**src/shared/iopcd_cfg.svh**
```systemverilog
// Offsets, field layouts, reset values and masks for the I/O port change block
`ifndef IOPCD_CFG_SVH
`define IOPCD_CFG_SVH

// ****************************************
// Widths
// ****************************************
`define IOPCD_AW 8
`define IOPCD_DW 8

// ****************************************
// Register offsets
// ****************************************
`define IOPCD_A_UP_OFS 8'h13
`define IOPCD_A_LOW_OFS 8'h14
`define IOPCD_A_IN_OFS 8'h15
`define IOPCD_B_UP_OFS 8'h1B
`define IOPCD_B_LOW_OFS 8'h1C
`define IOPCD_B_IN_OFS 8'h1D
`define IOPCD_A_EN_OFS 8'h32
`define IOPCD_B_EN_OFS 8'h33
`define IOPCD_IRQ_STAT_OFS 8'h40
`define IOPCD_IRQ_MASK_OFS 8'h41

// ****************************************
// Fields, masks and reset values
// ****************************************
`define IOPCD_B_IMPL 8'h5D
`define IOPCD_LOW_NIB 8'h0F
`define IOPCD_HIGH_NIB 8'hF0
`define IOPCD_EN_RST 8'h00
`define IOPCD_MASK_RST 8'h00
`define IOPCD_IRQ_A_BIT 0
`define IOPCD_IRQ_B_BIT 1

`endif

```
**src/shared/iopcd_pkg.sv**
```systemverilog
// Types shared by the I/O port change block
package iopcd_pkg;
  typedef logic [7:0] iopcd_byte_t;
  typedef enum {
    IOPCD_SEL_NONE,
    IOPCD_SEL_A_UP,
    IOPCD_SEL_A_LOW,
    IOPCD_SEL_A_IN,
    IOPCD_SEL_B_UP,
    IOPCD_SEL_B_LOW,
    IOPCD_SEL_B_IN,
    IOPCD_SEL_A_EN,
    IOPCD_SEL_B_EN,
    IOPCD_SEL_STAT,
    IOPCD_SEL_MASK
  } iopcd_sel_e;
endpackage

```
**src/shared/iopcd_cos_if.sv**
```systemverilog
// Carrier between the top and one change-of-state detector bank
`timescale 1ns/10ps
interface iopcd_cos_if #(parameter int W = 8);
  logic [W-1:0] lvl;
  logic [W-1:0] en;
  logic [W-1:0] clr;
  logic [W-1:0] flag;
  logic [W-1:0] evt;
  modport det (input lvl, input en, input clr, output flag, output evt);
  modport ctl (output lvl, output en, output clr, input flag, input evt);
endinterface

```
**src/iopcd_top.sv**
```systemverilog
// Input levels and change-of-state detection for I/O ports A and B
//
// The plain strobed port was left to the implementer.
`timescale 1ns/10ps
`include "iopcd_cfg.svh"
module iopcd_top
  import iopcd_pkg::*;
(
  // Clock and reset
  input wire logic clk_sys,
  input wire logic srst,
  // Register port
  input wire logic [`IOPCD_AW-1:0] reg_addr,
  input wire logic [`IOPCD_DW-1:0] reg_wdata,
  input wire logic reg_wr,
  input wire logic reg_rd,
  output logic [`IOPCD_DW-1:0] reg_rdata,
  // Port A pins
  input wire logic [7:0] port_a_pin,
  // Port B pins
  input wire logic port_b_pin0,
  input wire logic port_b_pin2,
  input wire logic port_b_pin3,
  input wire logic port_b_pin4,
  input wire logic port_b_pin6,
  // Pin directions, one per pin
  input wire logic [7:0] port_a_dir_out,
  input wire logic [7:0] port_b_dir_out,
  // Interrupt
  output logic irq
);
  iopcd_byte_t lvl_a;
  iopcd_byte_t lvl_b;
  iopcd_byte_t en_a;
  iopcd_byte_t en_b;
  iopcd_byte_t shown_a;
  iopcd_byte_t shown_b;
  iopcd_byte_t next_clr_a;
  iopcd_byte_t next_clr_b;
  iopcd_byte_t next_rdata;
  iopcd_byte_t irq_evt;
  iopcd_byte_t irq_status;
  iopcd_byte_t irq_mask;
  iopcd_sel_e sel;
  logic wr_stat;
  logic wr_mask;

  // ****************************************
  // Pin sampling
  // ****************************************
  always_ff @(posedge clk_sys) begin
    if (srst) begin
      lvl_a <= 8'h00;
    end else begin
      lvl_a <= port_a_pin;
    end
  end

  // Unimplemented port B positions stay low
  always_ff @(posedge clk_sys) begin
    if (srst) begin
      lvl_b <= 8'h00;
    end else begin
      lvl_b <= {1'b0, port_b_pin6, 1'b0, port_b_pin4,
                port_b_pin3, port_b_pin2, 1'b0, port_b_pin0};
    end
  end

  // ****************************************
  // Address decode
  // ****************************************
  always_comb begin
    if (reg_addr == `IOPCD_A_UP_OFS) begin
      sel = IOPCD_SEL_A_UP;
    end else if (reg_addr == `IOPCD_A_LOW_OFS) begin
      sel = IOPCD_SEL_A_LOW;
    end else if (reg_addr == `IOPCD_A_IN_OFS) begin
      sel = IOPCD_SEL_A_IN;
    end else if (reg_addr == `IOPCD_B_UP_OFS) begin
      sel = IOPCD_SEL_B_UP;
    end else if (reg_addr == `IOPCD_B_LOW_OFS) begin
      sel = IOPCD_SEL_B_LOW;
    end else if (reg_addr == `IOPCD_B_IN_OFS) begin
      sel = IOPCD_SEL_B_IN;
    end else if (reg_addr == `IOPCD_A_EN_OFS) begin
      sel = IOPCD_SEL_A_EN;
    end else if (reg_addr == `IOPCD_B_EN_OFS) begin
      sel = IOPCD_SEL_B_EN;
    end else if (reg_addr == `IOPCD_IRQ_STAT_OFS) begin
      sel = IOPCD_SEL_STAT;
    end else if (reg_addr == `IOPCD_IRQ_MASK_OFS) begin
      sel = IOPCD_SEL_MASK;
    end else begin
      sel = IOPCD_SEL_NONE;
    end
  end

  // ****************************************
  // Enable registers
  // ****************************************
  always_ff @(posedge clk_sys) begin
    if (srst) begin
      en_a <= `IOPCD_EN_RST;
    end else if (reg_wr && sel == IOPCD_SEL_A_EN) begin
      en_a <= reg_wdata;
    end
  end

  always_ff @(posedge clk_sys) begin
    if (srst) begin
      en_b <= `IOPCD_EN_RST;
    end else if (reg_wr && sel == IOPCD_SEL_B_EN) begin
      en_b <= reg_wdata & `IOPCD_B_IMPL;
    end
  end

  // ****************************************
  // Detector banks
  // ****************************************
  iopcd_cos_if #(.W(8)) cos_a ();
  iopcd_cos_if #(.W(8)) cos_b ();

  assign cos_a.lvl = lvl_a;
  assign cos_a.en = en_a;
  assign cos_a.clr = next_clr_a;
  assign cos_b.lvl = lvl_b;
  assign cos_b.en = en_b;
  assign cos_b.clr = next_clr_b;

  iopcd_cos_det #(.W(8)) u_det_a (
    .clk_sys(clk_sys),
    .srst(srst),
    .cos(cos_a.det)
  );

  iopcd_cos_det #(.W(8)) u_det_b (
    .clk_sys(clk_sys),
    .srst(srst),
    .cos(cos_b.det)
  );

  // Flags keep being set on outputs but are hidden on readout
  assign shown_a = cos_a.flag & en_a & ~port_a_dir_out;
  assign shown_b = cos_b.flag & en_b & ~port_b_dir_out & `IOPCD_B_IMPL;

  // ****************************************
  // Clear on read of the holding register
  // ****************************************
  always_comb begin
    next_clr_a = 8'h00;
    next_clr_b = 8'h00;
    if (reg_rd) begin
      if (sel == IOPCD_SEL_A_LOW) begin
        next_clr_a = `IOPCD_LOW_NIB;
      end else if (sel == IOPCD_SEL_A_UP) begin
        next_clr_a = `IOPCD_HIGH_NIB;
      end else if (sel == IOPCD_SEL_B_LOW) begin
        next_clr_b = `IOPCD_LOW_NIB & `IOPCD_B_IMPL;
      end else if (sel == IOPCD_SEL_B_UP) begin
        next_clr_b = `IOPCD_HIGH_NIB & `IOPCD_B_IMPL;
      end
    end
  end

  // ****************************************
  // Read data
  // ****************************************
  always_comb begin
    next_rdata = 8'h00;
    case (sel)
      IOPCD_SEL_A_UP: begin
        next_rdata = {shown_a[7:4], lvl_a[7:4]};
      end
      IOPCD_SEL_A_LOW: begin
        next_rdata = {shown_a[3:0], lvl_a[3:0]};
      end
      IOPCD_SEL_A_IN: begin
        next_rdata = lvl_a;
      end
      IOPCD_SEL_B_UP: begin
        next_rdata = {1'b0, shown_b[6], 1'b0, shown_b[4],
                      1'b0, lvl_b[6], 1'b0, lvl_b[4]};
      end
      IOPCD_SEL_B_LOW: begin
        next_rdata = {shown_b[3:0], lvl_b[3:0]};
      end
      IOPCD_SEL_B_IN: begin
        next_rdata = lvl_b & `IOPCD_B_IMPL;
      end
      IOPCD_SEL_A_EN: begin
        next_rdata = en_a;
      end
      IOPCD_SEL_B_EN: begin
        next_rdata = en_b;
      end
      IOPCD_SEL_STAT: begin
        next_rdata = irq_status;
      end
      IOPCD_SEL_MASK: begin
        next_rdata = irq_mask;
      end
      default: begin
        next_rdata = 8'h00;
      end
    endcase
  end

  always_ff @(posedge clk_sys) begin
    if (srst) begin
      reg_rdata <= 8'h00;
    end else if (reg_rd) begin
      reg_rdata <= next_rdata;
    end else begin
      reg_rdata <= 8'h00;
    end
  end

  // ****************************************
  // Interrupt
  // ****************************************
  always_comb begin
    irq_evt = 8'h00;
    irq_evt[`IOPCD_IRQ_A_BIT] = |(cos_a.evt & ~port_a_dir_out);
    irq_evt[`IOPCD_IRQ_B_BIT] = |(cos_b.evt & ~port_b_dir_out);
  end

  assign wr_stat = reg_wr && sel == IOPCD_SEL_STAT;
  assign wr_mask = reg_wr && sel == IOPCD_SEL_MASK;

  iopcd_irq #(.W(8)) u_irq (
    .clk_sys(clk_sys),
    .srst(srst),
    .evt(irq_evt),
    .wr_stat(wr_stat),
    .wr_mask(wr_mask),
    .wdata(reg_wdata),
    .status(irq_status),
    .mask(irq_mask),
    .irq(irq)
  );

  // ****************************************
  // Checks
  // ****************************************
  a_input_read_a: assert property (@(posedge clk_sys) disable iff (srst)
    (reg_rd && reg_addr == `IOPCD_A_IN_OFS) |=> (reg_rdata == $past(lvl_a)))
    else $error("port A input read wrong");

  b_input_read_a: assert property (@(posedge clk_sys) disable iff (srst)
    (reg_rd && reg_addr == `IOPCD_B_IN_OFS)
      |=> (reg_rdata == ($past(lvl_b) & `IOPCD_B_IMPL)))
    else $error("port B input read wrong");

  b_low_layout_a: assert property (@(posedge clk_sys) disable iff (srst)
    (reg_rd && reg_addr == `IOPCD_B_LOW_OFS)
      |=> (reg_rdata[5] == 1'b0 && reg_rdata[1] == 1'b0
           && reg_rdata[3] == $past(port_b_pin3, 2)
           && reg_rdata[0] == $past(port_b_pin0, 2)))
    else $error("port B lower register layout wrong");

  a_up_level_a: assert property (@(posedge clk_sys) disable iff (srst)
    (reg_rd && reg_addr == `IOPCD_A_UP_OFS)
      |=> ({4'h0, reg_rdata[3:0]} == ($past(lvl_a) >> 4)))
    else $error("port A upper levels wrong");

  b_up_layout_a: assert property (@(posedge clk_sys) disable iff (srst)
    (reg_rd && reg_addr == `IOPCD_B_UP_OFS)
      |=> ((reg_rdata & 8'hAA) == 8'h00 && reg_rdata[2] == $past(port_b_pin6, 2)))
    else $error("port B upper register layout wrong");

  hidden_flag_a: assert property (@(posedge clk_sys) disable iff (srst)
    (reg_rd && reg_addr == `IOPCD_A_UP_OFS)
      |=> ((reg_rdata[7:4] & ~$past(en_a[7:4])) == 4'h0
           && (reg_rdata[7:4] & $past(port_a_dir_out[7:4])) == 4'h0))
    else $error("change field shown while hidden");

  en_write_a: assert property (@(posedge clk_sys) disable iff (srst)
    (reg_wr && reg_addr == `IOPCD_A_EN_OFS) |=> (en_a == $past(reg_wdata)))
    else $error("port A enable not written");

  en_gate_a: assert property (@(posedge clk_sys) disable iff (srst)
    1'b1 |=> ((cos_a.flag & ~$past(en_a)) == 8'h00))
    else $error("flag set on a disabled detector");

  out_detect_a: assert property (@(posedge clk_sys) disable iff (srst)
    (port_a_dir_out[0] && cos_a.evt[0]) |=> cos_a.flag[0])
    else $error("output pin change not recorded");

  flag_hold_a: assert property (@(posedge clk_sys) disable iff (srst)
    (cos_a.flag[4] && en_a[4] && !(reg_rd && reg_addr == `IOPCD_A_UP_OFS))
      |=> cos_a.flag[4])
    else $error("change flag dropped without a read");

  read_clear_a: assert property (@(posedge clk_sys) disable iff (srst)
    (reg_rd && reg_addr == `IOPCD_A_UP_OFS && cos_a.evt[7:4] == 4'h0)
      |=> (cos_a.flag[7:4] == 4'h0))
    else $error("read did not clear port A upper flags");

  flag_read_a: assert property (@(posedge clk_sys) disable iff (srst)
    (reg_rd && reg_addr == `IOPCD_A_LOW_OFS && shown_a[1]) |=> reg_rdata[5])
    else $error("set change flag read as zero");

  idle_zero_a: assert property (@(posedge clk_sys) disable iff (srst)
    !reg_rd |=> (reg_rdata == 8'h00))
    else $error("read data outside the read answer cycle");

  a_low_level_a: assert property (@(posedge clk_sys) disable iff (srst)
    (reg_rd && reg_addr == `IOPCD_A_LOW_OFS)
      |=> (reg_rdata[3:0] == $past(port_a_pin[3:0], 2)))
    else $error("port A lower levels differ from the pins");

  b_hidden_a: assert property (@(posedge clk_sys) disable iff (srst)
    (reg_rd && reg_addr == `IOPCD_B_LOW_OFS)
      |=> ((reg_rdata[7:4] & ~$past(en_b[3:0])) == 4'h0
           && (reg_rdata[7:4] & $past(port_b_dir_out[3:0])) == 4'h0))
    else $error("port B change field shown while hidden");

  chg_cause_a: assert property (@(posedge clk_sys) disable iff (srst)
    $rose(cos_a.flag[0])
      |-> ($past(en_a[0]) && $past(port_a_pin[0], 2) != $past(port_a_pin[0], 3)))
    else $error("flag rose without an enabled pin change");

  out_pin_seen_a: assert property (@(posedge clk_sys) disable iff (srst)
    (en_a[4] && !$past(srst) && !$past(srst, 2)
      && $past(port_a_pin[4]) != $past(port_a_pin[4], 2))
      |=> cos_a.flag[4])
    else $error("enabled detector missed a pin change");

  b_read_clear_a: assert property (@(posedge clk_sys) disable iff (srst)
    (reg_rd && reg_addr == `IOPCD_B_LOW_OFS && cos_b.evt[3:0] == 4'h0)
      |=> (cos_b.flag[3:0] == 4'h0))
    else $error("read did not clear port B lower flags");

  b_en_write_a: assert property (@(posedge clk_sys) disable iff (srst)
    (reg_wr && reg_addr == `IOPCD_B_EN_OFS)
      |=> (en_b == ($past(reg_wdata) & `IOPCD_B_IMPL)))
    else $error("port B enable not written");
endmodule

```
**src/iopcd_cos_det.sv**
```systemverilog
// Bank of change-of-state detectors with sticky flags
`timescale 1ns/10ps
module iopcd_cos_det #(
  parameter int W = 8
) (
  // Clock and reset
  input wire logic clk_sys,
  input wire logic srst,
  // Detector signals
  iopcd_cos_if.det cos
);
  logic [W-1:0] prev;
  logic [W-1:0] flag;
  logic [W-1:0] chg;
  logic seen;
  logic armed;

  // ****************************************
  // Previous sample and arming
  // ****************************************
  always_ff @(posedge clk_sys) begin
    if (srst) begin
      prev <= '0;
      seen <= 1'b0;
      armed <= 1'b0;
    end else begin
      prev <= cos.lvl;
      seen <= 1'b1;
      armed <= seen;
    end
  end

  // Runs whatever the pin direction
  assign chg = {W{armed}} & (cos.lvl ^ prev) & cos.en;

  // ****************************************
  // Sticky flags, set wins over clear
  // ****************************************
  always_ff @(posedge clk_sys) begin
    if (srst) begin
      flag <= '0;
    end else begin
      flag <= (flag & ~cos.clr & cos.en) | chg;
    end
  end

  assign cos.flag = flag;
  assign cos.evt = chg;

  flag_set_a: assert property (@(posedge clk_sys) disable iff (srst)
    (chg != '0) |=> ((flag & $past(chg)) == $past(chg)))
    else $error("change did not set its flag");
endmodule

```
**src/iopcd_irq.sv**
```systemverilog
// Sticky interrupt status with mask and level output
`timescale 1ns/10ps
`include "iopcd_cfg.svh"
module iopcd_irq #(
  parameter int W = 8
) (
  // Clock and reset
  input wire logic clk_sys,
  input wire logic srst,
  // Events and register writes
  input wire logic [W-1:0] evt,
  input wire logic wr_stat,
  input wire logic wr_mask,
  input wire logic [W-1:0] wdata,
  // State
  output logic [W-1:0] status,
  output logic [W-1:0] mask,
  output logic irq
);
  always_ff @(posedge clk_sys) begin
    if (srst) begin
      status <= '0;
    end else if (wr_stat) begin
      status <= (status & ~wdata) | evt;
    end else begin
      status <= status | evt;
    end
  end

  always_ff @(posedge clk_sys) begin
    if (srst) begin
      mask <= W'(`IOPCD_MASK_RST);
    end else if (wr_mask) begin
      mask <= wdata;
    end
  end

  always_ff @(posedge clk_sys) begin
    if (srst) begin
      irq <= 1'b0;
    end else begin
      irq <= |(status & mask);
    end
  end

  irq_level_a: assert property (@(posedge clk_sys) disable iff (srst)
    1'b1 |=> (irq == |($past(status) & $past(mask))))
    else $error("interrupt level disagrees with status and mask");
endmodule

```
**config.mk**
```make
export PLATFORM = sky130hd
export DESIGN_NAME = iopcd_top
export DESIGN_NICKNAME = d
export VERILOG_FILES = /design/src/shared/iopcd_pkg.sv /design/src/shared/iopcd_cos_if.sv /design/src/iopcd_top.sv /design/src/iopcd_cos_det.sv /design/src/iopcd_irq.sv
export VERILOG_INCLUDE_DIRS = /design/src /design/src/shared
export SDC_FILE = /design/constraint.sdc
export NUM_CORES = 1
export LEC_CHECK = 0
export BUFFER_PORTS_ARGS = -buffer_cell sky130_fd_sc_hd__buf_2
export CAP_MARGIN = 10
export CELL_PAD_IN_SITES_DETAIL_PLACEMENT = 1
export CELL_PAD_IN_SITES_GLOBAL_PLACEMENT = 1
export CORE_ASPECT_RATIO = 1.75
export CORE_MARGIN = 2
export CORE_UTILIZATION = 30
export CTS_CLUSTER_DIAMETER = 200
export DETAILED_ROUTE_END_ITERATION = 10
export PLACE_DENSITY_LB_ADDON = 0.1
export SYNTH_ARGS = -nofsm -noshare
export SYNTH_HDL_FRONTEND = slang
export SYNTH_HIERARCHICAL = 1
export SYNTH_SLANG_ARGS = --single-unit
```
**constraint.sdc**
```tcl
create_clock -name clk_sys -period 2.1 [get_ports clk_sys]
set_input_delay 0.105 -clock clk_sys [delete_from_list [all_inputs] [get_ports clk_sys]]
set_output_delay 0.105 -clock clk_sys [all_outputs]
set_load 0.005 [all_outputs]
```
==> results <==
- The run finished with clean final reports.
- The count of buffering cells on the critical path with inverters included is 1.
- The analysis attributes to net switching a power of 0.840 mW.
- The count of boundary I/O pins is 58.
- The top achievable clock speed is 588 MHz.
- The post-CTS setup buffer count is 0.
- The floorplan die width is 90.9 um.
- The mapped netlist covers 3970 um^2.
- The routed layout has 3463 vias.
- The fraction of power spent switching nets is about 23%.
- The number of placement rows is 55.
- Setup repair after global routing left no endpoint under its margin.
- The y dimension of the die is 156 um.
- The synthesis-to-finish area growth is 26.8%.
- The clock tree buffer depth is 2.
- The cell sitting at the root of the clock tree is a sky130_fd_sc_hd__clkbuf_16.
- The worst setup skew after layout is 5.88 ps.
- The setup check on the worst reg-to-reg path leaves a slack of 400 ps.
- The antenna violation net count after detailed routing is 0.
- The gate count after technology mapping is 410.
- The final number of max-transition violations is 0.
- The detailed-route wire length per cell is 19.4 um.
- The global placement routability congestion is 0.830.
- The share of power burned in combinational logic is 7.9%.
- The arrival time reported for the critical path endpoint is around 1900 ps.
- The die footprint is 14200 um^2.
- For this run, global-route usage on met2 was measured as 37.6%.
- The largest fanout on the critical path is 16.
- For this run, the number of standard cells in the final layout without fillers is 686.
- Max-cap violations in this run came to 0.
- The first-pass GRT wire length is 21300 um.
- Clock-pin slew was measured on the worst setup and hold paths at 60 ps.
- In the routed design, unresolved DRC markers number 0.
- Across every metal layer, demand over resource in global routing totals 19.7%.
- Across the VDD grid, the largest voltage drop is 0.397 mV.
- The most crowded layer after global routing is met2.
- The clock latency at the later pin of the worst-skew pair is ~340 ps.
- Summed over all layers, the routed wires come to 13300 um.
- For this run, the detailed router's first-pass iteration total came to 4.
- For this design the ratio of total power to cell area is 731 nW/um^2.
- The number of global-route vias before repair was 3779.
- The clock share of power is around 47%.
- For the final routed database, the setup TNS stands at 0 ps.
- The sort of element at the end of the critical path is a register.
- At the pin with the least slew margin, the transition time is 524 ps.
- The number of cells upsized or downsized after cts is 0.
- By startpoint and endpoint, the worst setup path is classified as register to register.
- Setup violations remaining at the end of the flow were counted as 0.
- In the global route stage, met3 resource usage came out at 3.53%.
- The met1 global-route usage is 21.6%.
- The number of buffers inserted during clock tree synthesis is 9.
- The overall power is 3.68 mW.
- The proportion of layout cells with a drive suffix above 1 is 21.7%.
- Subtracting the final worst setup slack from the clock period gives 1700 ps.
- The routed via count divided by cell count is 5.05.
- The post-DP HPWL is slightly above 10000 um.
- The total count of hold-check failures in the final report is 0.
- On the critical path the largest part of the delay comes from simple AND/OR/NAND/NOR gates.
- The class of the most critical hold timing path is primary input to register.
- The net total in the final layout is 560.
- The total of warnings raised by yosys is 6.
- The number of sinks driven by the clock tree is 84.
- In this run, flip-flops and latches consume 45.4% of the power.
- Cell internal power was estimated by the tool at 2.84 mW.
- During placement, the flow inserted port buffers numbering 57.
- The initial core utilization is 30.6%.
- Data on the critical path is required at its endpoint by approximately 2300 ps.
- In this run the static leakage power is 2.31 nW.
- STA classifies the critical path startpoint as a register.
- The library cell used most frequently in the layout, excluding fill and tap cells, is sky130_fd_sc_hd__dfxtp_1.
- The final critical path takes up 81.0% of the cycle.
- The number of antenna violations at the first check in global routing is 0.
- The largest single stage delay on the critical path is about 530 ps.
- The synthesized area per cell is slightly below 10 um^2.
- The relative slew slack is approximately 65%.
- The initial DRC count is about 150.
- Leaving out fill and tap cells, the most frequent cells in the layout are 84 x sky130_fd_sc_hd__dfxtp_1, 57 x sky130_fd_sc_hd__buf_2, 31 x sky130_fd_sc_hd__nor2_1, 27 x sky130_fd_sc_hd__nand2_1, 24 x sky130_fd_sc_hd__buf_4.
- The TritonCTS clock tree is built.
- The signal on the critical path passes through and3_1 > inv_1 > o22ai_1 > or4_1 > o21ba_2.
- The total overflow left after global routing is 0.
- In this run the number of H-tree levels came out at 3.
- The number of placed instances, taps included is around 660.
- The slowest stage of the critical path belongs to the cell sky130_fd_sc_hd__or4_1.
- The largest net degree at the start of global routing is 24.
- The antenna diode count is 0.
- The region available for standard cell placement spans 12900 um^2.
per-layer routing:
| layer | up-vias | wire [um] | part of all wire [%] |
|---|---|---|---|
| met3 | 20 | 347 | 2.6 |
| met1 | 1708 | 5350 | 40 |
| met2 | 66 | 7290 | 55 |
| met5 | - | 0 | 0 |
| met4 | 0 | 314 | 2.4 |
| li1 | 1669 | - | - |
power groups by stage:
stage	sequential [mW]	combinational, mW	clock [mW]
after global routing	1.68	0.317	1.83
after global placement	1.71	0.269	0
final	1.67	0.289	1.72
after CTS	1.67	0.290	1.76
after detailed placement	1.71	0.272	0
after floorplan	1.69	0.150	0
flip-flops by register name (all words and copies together), names as in the netlist, 5 cells and up:
signal            flops
cos_a.en              8
cos_a.lvl             8
cos_b.en              5
cos_b.lvl             5
reg_rdata             8
u_det_a/cos.flag      8
u_det_a/prev          8
u_det_b/cos.flag      5
u_det_b/prev          8
u_irq/mask            8
u_irq/status          8
final cells by class:
cell class	count	area [um^2]
well taps	171	214
fillers	1568	7910
clock inverters	4	73.8
clock buffers	11	243
multi-input cells	303	2130
repair buffers	94	606
inverters	19	81.3
flip-flops and latches	84	1680
timing repair:
action,CTS,global route
endpoints found under the setup margin,0,0
hold buffers,12,0
hold endpoints to repair,12,0
through the flow:
stage	hold slack [ps]	utilization, %	cell area [um^2]	setup slack (ps)
2_1_floorplan	233	-	4020	485
3_3_place_gp	314	35.5	4590	272
3_5_place_dp	319	35.5	4590	213
4_1_cts	37.5	38.9	5030	383
5_1_grt	46.0	38.9	5030	308
6_report	35.5	38.9	5030	398
path summary, 6_finish.rpt:
| check | start | end | depth (start not counted) |
|---|---|---|---|
| max | u_det_a/armed | u_irq/status[0] | 5 |
| min | port_a_pin[6] | cos_a.lvl[6] | 2 |
| max reg2reg | u_det_a/armed | u_irq/status[0] | 5 |
| min reg2reg | u_det_b/seen | u_det_b/armed | 1 |
worst register-to-register path, stage by stage (launching register included):
cell,delay (ps)
sky130_fd_sc_hd__dfxtp_1,470
sky130_fd_sc_hd__and3_1,240
sky130_fd_sc_hd__inv_1,50
sky130_fd_sc_hd__o22ai_1,90
sky130_fd_sc_hd__or4_1,530
sky130_fd_sc_hd__o21ba_2,220
Note: power is estimated with default switching activity, not from simulation.
